`src/ipe_pkg.sv`:
```
// Constants for the interrupt poll and end-of-interrupt unit
package ipe_pkg;
	localparam int ADDR_W = 8;
	localparam int DATA_W = 16;
	localparam int SLOT_N = 8;
	localparam int SLOT_W = 3;
	localparam int TYPE_W = 8;
	localparam int VT_W = 5;
	localparam int SYNC_N = 5;
	// Register offsets in the peripheral block
	localparam logic [7:0] OFS_VECTOR_BASE = 8'h20;
	localparam logic [7:0] OFS_END_OF_INTERRUPT = 8'h22;
	localparam logic [7:0] OFS_POLL_ACKNOWLEDGE = 8'h24;
	localparam logic [7:0] OFS_POLL_PEEK = 8'h26;
	localparam logic [7:0] OFS_SOURCE_MASK = 8'h28;
	localparam logic [7:0] OFS_IN_SERVICE = 8'h2c;
	localparam logic [7:0] OFS_REQUEST = 8'h2e;
	localparam logic [7:0] OFS_SHARED_STATUS = 8'h30;
	// Field positions
	localparam int PEND_BIT = 15;
	localparam int NONSPECIFIC_SELECT_BIT = 15;
	localparam int DMA_STOP_BIT = 15;
	localparam int VBASE_LSB = 3;
	// Slots: lower index is higher priority
	localparam int SLOT_TMR0 = 0;
	localparam int SLOT_TMR1 = 4;
	localparam int SLOT_TMR2 = 5;
	localparam logic [7:0] SLOT_OK_MASTER = 8'hfd;
	localparam logic [7:0] SLOT_OK_SLAVE = 8'h3d;
	localparam logic [3:0] SLOT_NONE = 4'h8;
	// Fixed master types start at the shared timer type
	localparam logic [TYPE_W-1:0] MASTER_TYPE_BASE = 8'h08;
	localparam logic [1:0] MASTER_VT_HIGH = 2'h1;
	// Reset values
	localparam logic [7:0] MASK_RESET = 8'hff;
	localparam logic [7:0] ZERO8 = 8'h00;
	localparam logic [2:0] ZERO3 = 3'h0;
	localparam logic [4:0] VBASE_RESET = 5'h00;
	localparam logic [DATA_W-1:0] ZERO16 = 16'h0000;
endpackage : ipe_pkg

```
`src/ipe_unit.sv`:
```
// Interrupt poll, poll peek, end-of-interrupt and shared timer status logic
//
// What this block does
// - Pending flag and highest-priority 5-bit type shown in both poll registers.
// - Poll read acknowledges like CPU vectoring, without external cycle or vector fetch.
// - Poll read updates request, in-service and poll state as a normal acknowledge.
// - Poll peek read returns the same content and changes nothing.
// - Non-specific end-of-interrupt clears the highest-priority in-service bit.
// - Specific end-of-interrupt clears only the in-service bit of the written type.
// - Timers share one in-service bit, cleared by a specific command with type 8.
// - Three timers share one source; per-timer pending bits may set together.
// - Per-timer pending bits clear when the shared timer request is acknowledged.
// - DMA stop bit blocks all DMA activity while set; resets to zero.
// - In slave mode the unit acts as a cascaded slave of an external master.
// - In slave mode each timer is its own source with new bit positions.
// - Slave mode adds exactly one register, the vector base register.
// - In-service bit sets on acknowledge, holds until end-of-interrupt, drives nesting.
// - Request bit sets on every event, masked or not, and clears on acknowledge.
// - Slave mode accepts only specific end-of-interrupt; no poll or poll peek.
`timescale 1ns/100ps
module ipe_unit (
	input wire logic core_clk, // 200 MHz core clock
	input wire logic nrst, // Asynchronous reset, active low
	input wire logic ce, // Clock enable, freezes all state when low
	input wire logic reg_sel, // Peripheral block select
	input wire logic reg_rd, // Read strobe
	input wire logic reg_wr, // Write strobe
	input wire logic [ipe_pkg::ADDR_W-1:0] reg_addr, // Register offset
	input wire logic [ipe_pkg::DATA_W-1:0] reg_wdata, // Write data
	input wire logic [3:0] ext_int_pin, // External request pins, rising edge
	input wire logic slave_mode_pin, // Strap selecting slave mode
	input wire logic [2:0] tmr_req, // Timer request pulses
	input wire logic [1:0] dma_req, // DMA channel request pulses
	input wire logic cpu_ack, // CPU or master acknowledge pulse
	// Read data is registered, so a read answers one cycle after its strobe
	// and falls back to zero unless another read follows
	output logic [ipe_pkg::DATA_W-1:0] reg_rdata, // Read data, one cycle after strobe
	output logic cpu_irq, // Interrupt request to CPU or master
	output logic [ipe_pkg::TYPE_W-1:0] ack_type, // Type of the last acknowledge
	output logic ack_valid, // Pulse: an acknowledge was taken
	output logic dma_stop // Blocks DMA activity
);
	function automatic logic [3:0] first_set(input logic [7:0] v);
		logic [3:0] idx;
		idx = ipe_pkg::SLOT_NONE;
		for (int i = ipe_pkg::SLOT_N - 1; i >= 0; i--) begin
			if (v[i]) begin
				idx = 4'(i);
			end
		end
		return idx;
	endfunction : first_set

	function automatic logic [7:0] one_hot(input logic [2:0] s);
		return 8'h01 << s;
	endfunction : one_hot

	// Pins cross into the clock domain through three flip-flops
	logic [ipe_pkg::SYNC_N-1:0] sync1_r, sync2_r, sync3_r, lvl_r;
	logic [ipe_pkg::SLOT_N-1:0] req_r, isr_r, mask_r;
	logic [2:0] tstat_r;
	logic stop_r;
	logic [4:0] vbase_r;
	logic [ipe_pkg::DATA_W-1:0] rdata_r;
	logic irq_r, ackv_r;
	logic [ipe_pkg::TYPE_W-1:0] ackt_r;

	// The strap sits above the four request pins in every chain vector
	wire [ipe_pkg::SYNC_N-1:0] pin_raw = {slave_mode_pin, ext_int_pin};
	// A level counts only once stages two and three agree, which filters a
	// single-cycle glitch that slips past the first stage
	wire [ipe_pkg::SYNC_N-1:0] agree = ~(sync2_r ^ sync3_r);
	wire [ipe_pkg::SYNC_N-1:0] lvl_nxt = (sync3_r & agree) | (lvl_r & ~agree);
	wire [3:0] ext_rise = lvl_nxt[3:0] & ~lvl_r[3:0];
	wire slave = lvl_r[4];

	wire rd_go = ce & reg_sel & reg_rd;
	wire wr_go = ce & reg_sel & reg_wr;
	wire a_vbase = reg_addr == ipe_pkg::OFS_VECTOR_BASE;
	wire a_eoi = reg_addr == ipe_pkg::OFS_END_OF_INTERRUPT;
	wire a_poll = reg_addr == ipe_pkg::OFS_POLL_ACKNOWLEDGE;
	wire a_peek = reg_addr == ipe_pkg::OFS_POLL_PEEK;
	wire a_mask = reg_addr == ipe_pkg::OFS_SOURCE_MASK;
	wire a_isr = reg_addr == ipe_pkg::OFS_IN_SERVICE;
	wire a_req = reg_addr == ipe_pkg::OFS_REQUEST;
	wire a_stat = reg_addr == ipe_pkg::OFS_SHARED_STATUS;

	// Source layout depends on mode
	// Master: slot 0 is the shared timer source, slot 1 is unused,
	// slots 2 and 3 are the DMA channels and slots 4 to 7 the pins.
	// Slave: the timers split into slots 0, 4 and 5 and the pins drop out,
	// so a strap change can strand bits that the new layout never clears;
	// the strap is meant to be fixed before software starts.
	wire [7:0] slot_ok = slave ? ipe_pkg::SLOT_OK_SLAVE : ipe_pkg::SLOT_OK_MASTER;
	wire [7:0] set_master = {ext_rise, dma_req, 1'b0, |tmr_req};
	wire [7:0] set_slave = {2'b00, tmr_req[2], tmr_req[1], dma_req, 1'b0, tmr_req[0]};
	wire [7:0] req_set = (slave ? set_slave : set_master) & slot_ok;

	// Candidate must outrank every in-service source, which gives nesting
	wire [3:0] cand = first_set(req_r & ~mask_r & slot_ok);
	wire [3:0] top = first_set(isr_r);
	wire pend = cand < top;
	wire [4:0] master_vt = 5'(ipe_pkg::MASTER_TYPE_BASE) + {2'b00, cand[2:0]};
	wire [ipe_pkg::TYPE_W-1:0] type_now = slave ? {vbase_r, cand[2:0]} : {3'b000, master_vt};
	wire [ipe_pkg::DATA_W-1:0] poll_word = pend ?
		{1'b1, 10'h000, type_now[ipe_pkg::VT_W-1:0]} : ipe_pkg::ZERO16;

	// Poll read acknowledges exactly as the vectoring path does
	wire poll_rd = rd_go & a_poll & ~slave;
	wire ack_go = ce & (cpu_ack | poll_rd) & pend;
	wire [7:0] ack_oh = ack_go ? one_hot(cand[2:0]) : ipe_pkg::ZERO8;

	// End-of-interrupt decode, command only, nothing stored
	wire eoi_go = wr_go & a_eoi;
	wire nonspecific_select = reg_wdata[ipe_pkg::NONSPECIFIC_SELECT_BIT];
	wire ns_ok = nonspecific_select & ~slave & (top != ipe_pkg::SLOT_NONE);
	wire sp_ok = ~nonspecific_select & (slave | (reg_wdata[4:3] == ipe_pkg::MASTER_VT_HIGH));
	wire [2:0] eoi_slot = ns_ok ? top[2:0] : reg_wdata[2:0];
	wire [7:0] eoi_clr = (eoi_go & (ns_ok | sp_ok)) ? one_hot(eoi_slot) : ipe_pkg::ZERO8;

	// Timer status clears on the acknowledge of its source
	wire [2:0] tclr_slave = {ack_oh[ipe_pkg::SLOT_TMR2], ack_oh[ipe_pkg::SLOT_TMR1],
		ack_oh[ipe_pkg::SLOT_TMR0]};
	wire [2:0] tclr = slave ? tclr_slave : {3{ack_oh[ipe_pkg::SLOT_TMR0]}};

	// New events win over a clear in the same cycle
	wire [7:0] req_nxt = (req_r & ~ack_oh) | req_set;
	wire [7:0] isr_nxt = (isr_r & ~eoi_clr) | ack_oh;
	wire [2:0] tstat_nxt = (tstat_r & ~tclr) | tmr_req;
	wire [7:0] mask_nxt = (wr_go & a_mask) ? reg_wdata[7:0] : mask_r;
	wire stop_nxt = (wr_go & a_stat) ? reg_wdata[ipe_pkg::DMA_STOP_BIT] : stop_r;
	wire [4:0] vbase_nxt = (wr_go & a_vbase & slave) ?
		reg_wdata[ipe_pkg::VBASE_LSB +: 5] : vbase_r;

	// Peek reads only, poll read shares the same word
	wire [ipe_pkg::DATA_W-1:0] stat_word = {stop_r, 12'h000, tstat_r};
	wire [ipe_pkg::DATA_W-1:0] rd_mux =
		((a_poll | a_peek) & ~slave) ? poll_word :
		(a_vbase & slave) ? {8'h00, vbase_r, 3'b000} :
		a_mask ? {8'h00, mask_r} :
		a_isr ? {8'h00, isr_r} :
		a_req ? {8'h00, req_r} :
		a_stat ? stat_word :
		ipe_pkg::ZERO16;
	wire [ipe_pkg::DATA_W-1:0] rdata_nxt = rd_go ? rd_mux : ipe_pkg::ZERO16;

	// One chain per pin, all alike
	// Pins reset to the low level, so a pin held high through reset gives
	// exactly one rising edge once the chain has filled
	for (genvar p = 0; p < ipe_pkg::SYNC_N; p++) begin : g_pin_sync
		always_ff @(posedge core_clk or negedge nrst) begin
			if (!nrst) begin
				sync1_r[p] <= 1'b0;
				sync2_r[p] <= 1'b0;
				sync3_r[p] <= 1'b0;
				lvl_r[p] <= 1'b0;
			end else if (ce) begin
				sync1_r[p] <= pin_raw[p];
				sync2_r[p] <= sync1_r[p];
				sync3_r[p] <= sync2_r[p];
				lvl_r[p] <= lvl_nxt[p];
			end
		end
	end

	// Source state; every event path wins over a clear in the same cycle
	always_ff @(posedge core_clk or negedge nrst) begin
		if (!nrst) begin
			req_r <= ipe_pkg::ZERO8;
			isr_r <= ipe_pkg::ZERO8;
			mask_r <= ipe_pkg::MASK_RESET;
			tstat_r <= ipe_pkg::ZERO3;
			stop_r <= 1'b0;
			vbase_r <= ipe_pkg::VBASE_RESET;
		end else if (ce) begin
			req_r <= req_nxt;
			isr_r <= isr_nxt;
			mask_r <= mask_nxt;
			tstat_r <= tstat_nxt;
			stop_r <= stop_nxt;
			vbase_r <= vbase_nxt;
		end
	end

	// Slave mode raises the same request line toward the external master
	always_ff @(posedge core_clk or negedge nrst) begin
		if (!nrst) begin
			rdata_r <= ipe_pkg::ZERO16;
			irq_r <= 1'b0;
			ackv_r <= 1'b0;
			ackt_r <= '0;
		end else if (ce) begin
			rdata_r <= rdata_nxt;
			irq_r <= pend & ~ack_go;
			ackv_r <= ack_go;
			ackt_r <= ack_go ? type_now : ackt_r;
		end
	end

	assign reg_rdata = rdata_r;
	assign cpu_irq = irq_r;
	assign ack_type = ackt_r;
	assign ack_valid = ackv_r;
	assign dma_stop = stop_r;
endmodule : ipe_unit

```
`config.mk`:
```
export PLATFORM = sky130hd
export DESIGN_NAME = ipe_unit
export DESIGN_NICKNAME = d
export VERILOG_FILES = /design/src/ipe_pkg.sv /design/src/ipe_unit.sv
export SDC_FILE = /design/constraint.sdc
export NUM_CORES = 1
export LEC_CHECK = 0
export BUFFER_PORTS_ARGS = -buffer_cell sky130_fd_sc_hd__buf_4
export CORE_MARGIN = 2
export CORE_UTILIZATION = 62
export CTS_BUF_LIST = sky130_fd_sc_hd__clkbuf_8
export CTS_CLUSTER_SIZE = 25
export DETAILED_ROUTE_END_ITERATION = 16
export PLACE_DENSITY = 0.89
export SYNTH_ARGS = -nofsm -noshare
export SYNTH_HDL_FRONTEND = slang
export SYNTH_SLANG_ARGS = --single-unit
export TNS_END_PERCENT = 20
```
`constraint.sdc`:
```
create_clock -name core_clk -period 8.85 [get_ports core_clk]
set_clock_uncertainty 0.15 [all_clocks]
set_input_delay 0.4425 -clock core_clk [delete_from_list [all_inputs] [get_ports core_clk]]
set_output_delay 0.4425 -clock core_clk [all_outputs]
set_load 0.03 [all_outputs]
```
==> metrics.md, run 1 <==
| Metric | Value |
|---|---|
| Status | completed |
| WS Path Type | reg2reg |
| Root buf cell | clkbuf_8 |
| Worst path required time | 8920 ps |
| Maximum clock rate | 0.271 GHz |
| Detailed Route Iter0 Violations | 382 |
| Via count | 3178 |
| Ys flop type | dfrtp_1 |
| TNS Setup | 0 ps |
| Post-place setup slack | 5200 ps |
| CP arrival | 3770 ps |
| RSZ-0062 raised after global routing | no |
| HPWL after DPL | 6610 µm |
| Distinct cells, synth | 57 |
| Setup crit end kind | flop |
| Antenna diode instance count | 0 |
| Total I/O pin count | 68 |
| Post_cts resized | 0 |
| Port bufs | 53 |
| CTS tree | built |
| Drt drc | 0 |
| WL final | 9180 µm |
| Async SR Flop Fraction | 100% |
| Reg clk slew, reported paths | 80 ps |
| Share of post-route cells with drive strength above 1 | 25.8% |
| Syn avg cell area | 9.92 µm² |
| Drt pass-1 iters | 5 |
| Wirelength per Cell | 18.3 µm |
| Startpoint types | flop |
| Number of antenna violations at the first check in global routing | 0 |
| Rows | 28 |
| Number of CTS-inserted buffers | 9 |
| Pin count of the biggest net entering global routing | 73 |
| H-tree depth | 3 |
| Via-to-Cell Ratio | 6.33 |
| Most frequent cell after synthesis | dfrtp_1 |
| Power Density | 188 nW/µm² |
| Die area | 6620 µm² |
| Post-Synthesis Cells | 374 |
| Setup WS post-layout | 5150 ps |
| P_leak | 1.98 nW |
| Core box area | 5850 µm² |
| Placed Area | 4110 µm² |
| Die Span Y | 81.4 µm |
| Hold Fails Final Rpt | 0 |
| Reg area | 1810 µm² |
| Final setup fails | 0 |
| Crit-path max FO | 24 |
| Fin area | 4310 µm² |
| Max Cap Viol | 0 |
| Area leader, netlist | dfrtp_1 |
| Final Critical Period | 3700 ps |
| Synth warn | 0 |
| Area of the multi-input gates | 1740 µm² |
| Post-DRT Antenna Nets | 0 |
| Post-synthesis sequential area ratio | 48.8% |
| FF+latch count, synth | 72 |
| # clock sinks | 72 |
| Vias in the first global route | 2931 |
| Total Routing Usage GR | 29.7% |
| Final slew viol count | 0 |
| First-pass GRT wire length | 14500 µm |
| Fin crit share | 41.8% |
| Global route overflow | 0 |
| Die Width | 81.4 µm |
| Maximum vdd drop | 0.131 mV |
| Total power | 0.000808 W |
| Number of setup buffers added after CTS | 0 |
| Synth top cells by count | dfrtp_1, nand2_1, o21ai_0, mux2_2, a21oi_1 |
| Routability cong. | 0.981 |
| Worst Tran Pin Value | 986 ps |
| Syn Std Cell Area | 3710 µm² |
| Top cell type's share of synthesized area | 43.2% |
| Number of synthesized flops with an enable pin | 0 |
| Synth area leaders | dfrtp_1, mux2_2, dfstp_2, nand2_1, o21ai_0 |
| Clock latency on the worst-skew pair | 350 ps |
| HP Class | in2async |
| Fillers | 465 |
| Max-slew headroom | 33.8% |
| Area Overhead vs Synth | 16.1% |
| Final nets | 466 |
| Hold_buf cts | 0 |
| Initial Util | 63.4% |
| Clk buf depth | 2 |
## state kept, by name (all words and copies together) (netlist names), named ones only
register / count
ack_type: 8
ack_valid: 1
cpu_irq: 1
dma_stop: 1
isr_r: 8
lvl_r: 4
mask_r: 8
reg_rdata: 9
req_r: 8
sync1_r: 5
sync2_r: 5
sync3_r: 5
tstat_r: 3
vbase_r: 5
## layer usage
layer  vias up  part of all wire (%)  track usage [%]  wire length [µm]
li1       1456                     -                -                 -
met2       165                    49             47.7              4490
met4         0                   2.4             13.4               219
met3        19                   7.3             4.78               666
met1      1538                    41             39.6              3800
met5         -                     0                0                 0
## area by class of cell
cell class | count | share of cell area (%)
Clock buffer | 10 | 3.19
Clock inverter | 5 | 1.34
Inverter | 17 | 1.48
Multi-Input combinational cell | 269 | 40.4
Sequential cell | 72 | 42.0
Tap cell | 75 | 2.18
Timing Repair Buffer | 54 | 9.41
## worst max-delay path, cell delays in order (launching register included)
cell,delay [ps]
dfrtp_1,870
a21oi_1,80
a31oi_1,350
inv_1,230
ha_1,330
o21a_1,200
a31oi_1,130
buf_4,210
and3_1,610
mux2_2,410
## power breakdown
group	total (W)	leakage, nW	internal, W	switching, W
Sequential	0.000404	0.868	0.000364	0.0000393
Clock	0.000255	0.0904	0.000136	0.000120
Combinational	0.000149	1.02	0.0000613	0.0000878
Total	0.000808	1.98	0.000561	0.000247
## stage by stage
step,instances,utilization [%],hold slack (ps)
after detailed placement,487,70.3,228
after global placement,487,70.3,231
final,502,73.7,56.1
after floorplan,380,-,-3.09
after CTS,502,73.7,92.0
after global routing,502,73.7,144
## cell usage in the layout (no fill, tap or decap), drive strengths merged, types with 4 or more instances in the layout
cell type / n
inv: 17
nand4: 5
nand2b: 6
buf: 54
and3: 4
a32oi: 4
or4: 5
nand3: 11
a31oi: 4
conb: 7
nor2: 17
dfstp: 8
o2bb2ai: 8
nor3: 12
mux2i: 10
dfrtp: 64
o21ai: 32
mux2: 25
a21oi: 21
nand2: 43
clkbuf: 10
nor2b: 9
## kinds of logic (layout without fill, tap and decap cells)
group,count (synthesis),after routing,synth area share (%)
AND/OR/NAND/NOR,122,122,16.7
AO/OA/AOI/OAI,103,103,18.5
flip-flops,72,72,48.8
buffers and inverters,39,86,4.92
multiplexers,35,35,10.3
adder cells (fa/ha/maj),2,2,0.674
other,1,7,0.101
## worst paths after layout
| check | start | endpoint | slack, ps | depth (start not counted) |
|---|---|---|---|---|
| hold / removal | nrst | reg_rdata[7] | 60 | 1 |
| setup / recovery | flop | ack_type[1] | 5150 | 9 |
| min in group core_clk | cpu_ack | cpu_irq | 150 | 2 |
| max in group asynchronous | nrst | ack_type[1] | 7900 | 1 |
| hold reg to reg | req_r[1] | req_r[1] | 250 | 0 |
| setup reg to reg | flop | ack_type[1] | 5150 | 9 |
Note: power is estimated with default switching activity, not from simulation.
==> inputs of run 2 (changes only) <==
ABC_AREA = 1   (was default)
CORE_UTILIZATION = 58   (was 62)
PLACE_DENSITY = 0.84   (was 0.89)
clock period = 3.4 ns   (was 8.85 ns; I/O delays follow)
==> metrics.md, run 2 <==
| Metric | Value |
|---|---|
| Async SR Flop Fraction | 100% |
| Number of CTS-inserted buffers | 9 |
| Area leader, netlist | dfrtp_1 |
| Reg clk slew, reported paths | 80 ps |
| CP arrival | 2790 ps |
| Final Critical Period | 2730 ps |
| HPWL after DPL | 7060 µm |
| Wirelength per Cell | 15.6 µm |
| Worst Tran Pin Value | 912 ps |
| Clock latency on the worst-skew pair | 350 ps |
| Root buf cell | clkbuf_8 |
| Vias in the first global route | 3333 |
| Syn avg cell area | 7.67 µm² |
| Most frequent cell after synthesis | nand2_1 |
| Total I/O pin count | 68 |
| Hold Path End | sync1_r[2] |
| Number of synthesized flops with an enable pin | 0 |
| Setup crit end kind | flop |
| Number of antenna violations at the first check in global routing | 0 |
| Fin crit share | 80.2% |
| Initial Util | 59.3% |
| Reg area | 1810 µm² |
| Port bufs | 53 |
| Final nets | 602 |
| Via count | 3461 |
| FF+latch count, synth | 72 |
| P_leak | 2.34 nW |
| Post-DRT Antenna Nets | 0 |
| Global route overflow | 0 |
| Crit-path max FO | 9 |
| Synth top cells by count | nand2_1, dfrtp_1, inv_1, o21ai_0, nand3_1 |
| Crit path cell chain | inv_1, nand3_1, nand2_1, nand3_1, nand3_1, nand2_1, inv_1, ha_1, nand2_1, nand2_1, a21oi_2, nand2_1, nand2_1, o211ai_1 |
| First-pass GRT wire length | 16700 µm |
| Post-synthesis sequential area ratio | 48.7% |
| Hold_buf cts | 20 |
| Hold Fails Final Rpt | 0 |
| Cell depth of the worst min-delay path | 3 |
| Top cell type's share of synthesized area | 43.1% |
| Share of post-route cells with drive strength above 1 | 16.3% |
| Distinct cells, synth | 37 |
| Most used cell, CP | nand2_1 |
| Synth warn | 0 |
| HP Class | in2reg |
| Final setup fails | 0 |
| Synth area leaders | dfrtp_1, nand2_1, o21ai_0, inv_1, dfstp_2 |
| Pin count of the biggest net entering global routing | 73 |
| Crit path max-delay cell type | dfstp_2 |
| FF-to-FF Start | mask_r[6] |
| Reg2reg path depth | 14 |
| Routability cong. | 0.923 |
| Post-Synthesis Cells | 485 |
| Fin area | 4570 µm² |
| TNS Setup | 0 ps |
| Placed Area | 4150 µm² |
| Max reg flops | 9 |
| Die Span Y | 84.1 µm |
| WL final | 9970 µm |
| Number of setup buffers added after CTS | 0 |
| Core box area | 6280 µm² |
| Most common cell after layout, fill and taps aside | nand2_1 |
| Drt pass-1 iters | 5 |
| Most frequent cells in the layout | nand2_1, dfrtp_1, inv_1, buf_4, o21ai_0 |
| Max Cap Viol | 0 |
| Area of the multi-input gates | 1580 µm² |
| Hold_sp | ce |
| RSZ-0062 raised after global routing | no |
| Ys flop type | dfrtp_1 |
| Delay of the slowest cell on the worst path | 550 ps |
| Max-slew headroom | 39.2% |
| CTS tree | built |
| Final slew viol count | 0 |
| Fillers | 516 |
| Post_cts resized | 0 |
| Rows | 29 |
| Status | completed |
| Detailed Route Iter0 Violations | 393 |
| Drt drc | 0 |
| Startpoint types | flop |
| Antenna diode instance count | 0 |
| Die area | 7070 µm² |
| Area Overhead vs Synth | 22.7% |
| WS Path Type | reg2reg |
| Total Routing Usage GR | 30.4% |
| Setup slack, reg-to-reg | 670 ps |
| H-tree depth | 3 |
| # clock sinks | 72 |
| Maximum vdd drop | 0.411 mV |
| Via-to-Cell Ratio | 5.40 |
| Maximum clock rate | 0.367 GHz |
| R2r endpoint | req_r[0] |
| Power Density | 538 nW/µm² |
| Die Width | 84.1 µm |
| Syn Std Cell Area | 3720 µm² |
| Clk buf depth | 2 |
| Worst path required time | 3470 ps |
run 2: cell types whose count changed after synthesis, moves of 5 or more:
| cell | change |
|---|---|
| o2bb2ai_1 | -8 |
| nor3_1 | -6 |
| o221ai_1 | +6 |
| nand2_1 | +116 |
| a21oi_1 | -9 |
| nor2b_1 | -9 |
| nand3_1 | +17 |
| nand2b_1 | -5 |
| nor2_1 | +7 |
| o21ai_1 | +11 |
| mux2i_1 | -10 |
| mux2_2 | -24 |
| inv_1 | +42 |
| o21ai_0 | +21 |
run 2: worst max-delay path by stage:
stage / from / end / slack [ps] / depth (start not counted)
6_report: mask_r[6] / req_r[0] / 670 / 14
5_1_grt: mask_r[6] / req_r[2] / 400 / 16
4_1_cts: mask_r[5] / req_r[2] / 710 / 15
3_5_place_dp: mask_r[6] / req_r[0] / 720 / 14
3_3_place_gp: mask_r[6] / req_r[3] / 740 / 16
2_1_floorplan: mask_r[6] / req_r[3] / 1160 / 17
run 2: where the power goes:
group,switching (W),internal (W),total [W]
logic,0.000443,0.000217,0.000660
registers,0.0000705,0.000967,0.00104
clock network,0.000328,0.000431,0.000758
total,0.000841,0.00162,0.00246
run 2: worst max-delay path, delay by kind of cell, from the launching register on:
kind | cells | cell delay [ps]
fa+ha+maj | 1 | 300
buf+inv | 2 | 180
compound gates | 2 | 480
flops | 1 | 550
simple gates | 9 | 940
run 2: layout make-up:
cell class	instances	area share [%]
clock buffer	10	3.01
multi-input combinational	337	34.6
tap	77	2.11
sequential	72	39.7
inverter	63	5.18
clock inverter	6	1.81
timing repair buffer	76	13.6
run 2: per-stage QoR:
| stage | worst slack [ps] | total power (W) | util (%) | hold slack, ps | instances |
|---|---|---|---|---|---|
| 2_1_floorplan | 1160 | 0.00148 | - | -276 | 491 |
| 3_3_place_gp | 736 | 0.00167 | 66.0 | 195 | 605 |
| 3_5_place_dp | 723 | 0.00169 | 66.0 | 208 | 605 |
| 4_1_cts | 705 | 0.00246 | 72.7 | 51.9 | 641 |
| 5_1_grt | 404 | 0.00259 | 72.7 | 73.5 | 641 |
| 6_report | 674 | 0.00246 | 72.7 | 60.9 | 641 |
run 2: metal layers:
metal | track usage, % | part of all wire (%) | up-vias
met5 | 0 | 0 | -
met4 | 11.3 | 1.3 | 0
met3 | 4.65 | 5.7 | 16
met2 | 48.2 | 48 | 126
met1 | 42.5 | 45 | 1619
li1 | - | - | 1700
run 2: kinds of logic after synthesis:
family | Yosys count | share of synthesized area, %
AOI/OAI and AO/OA | 93 | 13.9
and+or+nand+nor | 234 | 26.9
DFF | 72 | 48.7
buffers and inverters | 82 | 9.42
adders and majority gates | 2 | 0.673
other | 1 | 0.101
muxes | 1 | 0.303
==> inputs of run 3 (changes only) <==
CORE_UTILIZATION = 52   (was 58)
PLACE_DENSITY = 0.79   (was 0.84)
clock period = 2.2 ns   (was 3.4 ns; I/O delays follow)
==> metrics.md, run 3 (synthesis gave the netlist of run 2 again) <==
| Metric | Value |
|---|---|
| WS Path Type | reg2reg |
| Max Cap Viol | 0 |
| Placed Area | 4430 µm² |
| Share of post-route cells with drive strength above 1 | 29.5% |
| CP arrival | 2480 ps |
| Global route overflow | 0 |
| Status | finished with violations |
| Sw Pwr | 0.00156 W |
| Drt drc | 0 |
| Detailed Route Iter0 Violations | 260 |
| Worst path required time | 2310 ps |
| Fin crit share | 108% |
| Max reg flops | 9 |
| Setup crit end kind | flop |
| Failing checks | negative setup slack |
| Via count | 3752 |
| Final setup fails | 23 |
| Pin count of the biggest net entering global routing | 73 |
| Initial Util | 54.2% |
| Setup WS post-layout | -169 ps |
| WL final | 11000 µm |
| Fin area | 5080 µm² |
| Crit-path max FO | 7 |
| P_leak | 2.56 nW |
| # clock sinks | 72 |
| Clock latency on the worst-skew pair | 360 ps |
| Die area | 7850 µm² |
| First-pass GRT wire length | 17600 µm |
| Drt pass-1 iters | 5 |
| Core box area | 6870 µm² |
| HP Class | in2reg |
| Maximum clock rate | 0.422 GHz |
| Worst Tran Pin Value | 923 ps |
| Switching Fraction | 36.9% |
| Startpoint types | flop |
| Total power | 0.00422 W |
| Maximum vdd drop | 0.525 mV |
| Rows | 30 |
| Number of antenna violations at the first check in global routing | 0 |
| Hold Fails Final Rpt | 0 |
| Port bufs | 53 |
| CTS tree | built |
| H-tree depth | 3 |
| Die Span Y | 88.6 µm |
| Flop pwr share | 38.3% |
| Max-slew headroom | 38.5% |
| Post-DRT Antenna Nets | 0 |
| Final nets | 644 |
| Number of CTS-inserted buffers | 9 |
| Area Overhead vs Synth | 36.7% |
| Vias in the first global route | 3681 |
| Die Width | 88.6 µm |
| Most frequent cells in the layout | nand2_1, buf_4, dfrtp_1, inv_1, o21ai_0 |
| Internal power component | 0.00266 W |
| Reg clk slew, reported paths | 90 ps |
| Routability cong. | 1.03 |
| Root buf cell | clkbuf_8 |
| Core Util, Final | 74.0% |
| Via-to-Cell Ratio | 5.34 |
| Combinational share of power | 35.7% |
| Clk buf depth | 2 |
| Final slew viol count | 0 |
| Total I/O pin count | 68 |
| Antenna diode instance count | 0 |
| Clock power frac | 26.0% |
| RSZ-0062 raised after global routing | yes |
| Total Routing Usage GR | 30.1% |
| Most common cell after layout, fill and taps aside | nand2_1 |
| Power Density | 830 nW/µm² |
| HPWL after DPL | 7750 µm |
| Wirelength per Cell | 15.7 µm |
| Final Critical Period | 2370 ps |
==> run 3: cell count changes in the layout (fill, tap and decap cells not counted), sizes merged <==
| cell | change |
|---|---|
| buf | +42 |
| bufinv | -1 |
| clkbuf | -1 |
| clkinvlp | +1 |
| inv | +1 |
==> run 3: timing repair <==
item / in CTS / in global routing
hold buffers: 20 / 0
buffers inserted: 9 / 0
endpoints found under the hold margin: 91 / 0
cloned: 0 / 0
gates resized for setup: 32 / 26
pin swaps: 19 / 13
endpoints found under the setup margin: 32 / 33
==> run 3: worst max-delay path, stage by stage (launching register included) <==
cell	delay, ps
dfstp_2	560
inv_2	50
nand2_4	60
buf_4	110
nand3_2	70
nand3_2	70
nand2_2	60
inv_2	80
ha_4	200
nand2_2	60
nand2_2	80
nand2_2	90
nand2_4	60
nor2_4	230
nand3_2	180
nand2_2	110
o21ai_2	50
==> run 3: routing by layer <==
layer	share of wire [%]	GRT usage (%)
met1	42	37.8
met4	3.9	15.6
met2	48	48.8
met5	0	0
met3	5.9	6.81
==> run 3: path summary, 6_finish.rpt <==
kind | startpoint | endpoint | slack (ps) | depth (start not counted)
max | mask_r[4] | req_r[7] | -170 | 16
min | reg_sel | dma_stop | 40 | 4
max reg2reg | mask_r[4] | req_r[7] | -170 | 16
min reg2reg | req_r[1] | req_r[1] | 240 | 0
max in group asynchronous | nrst | sync3_r[0] | 1040 | 2
min in group asynchronous | nrst | isr_r[1] | 280 | 2
==> run 3: cell type report <==
cell class	instances	area, µm²
clock buffers	9	124
clock inverters	7	77.6
fillers	544	1790
inverters	63	239
multi-input cells	337	1760
flip-flops and latches	72	1810
well taps	96	120
repair buffers	118	951
==> run 3: per-stage QoR <==
stage                     instances  hold slack [ps]  worst slack [ps]  TNS [ps]
after floorplan                 491             -336             -8.25     -17.6
after global placement          657              141              -133     -1310
after detailed placement        657              139              -182     -3480
after CTS                       702            0.746              -154     -1860
after global routing            702             63.8              -263     -5100
final                           702             37.5              -169     -1770
==> run 3: power by group through the flow <==
stage                     registers [W]  clock network [W]  logic [W]
after floorplan                 0.00168                  0   0.000614
after global placement          0.00163                  0    0.00119
after detailed placement        0.00163                  0    0.00121
after CTS                       0.00161            0.00112    0.00141
after global routing            0.00164            0.00117    0.00163
final                           0.00162            0.00110    0.00151
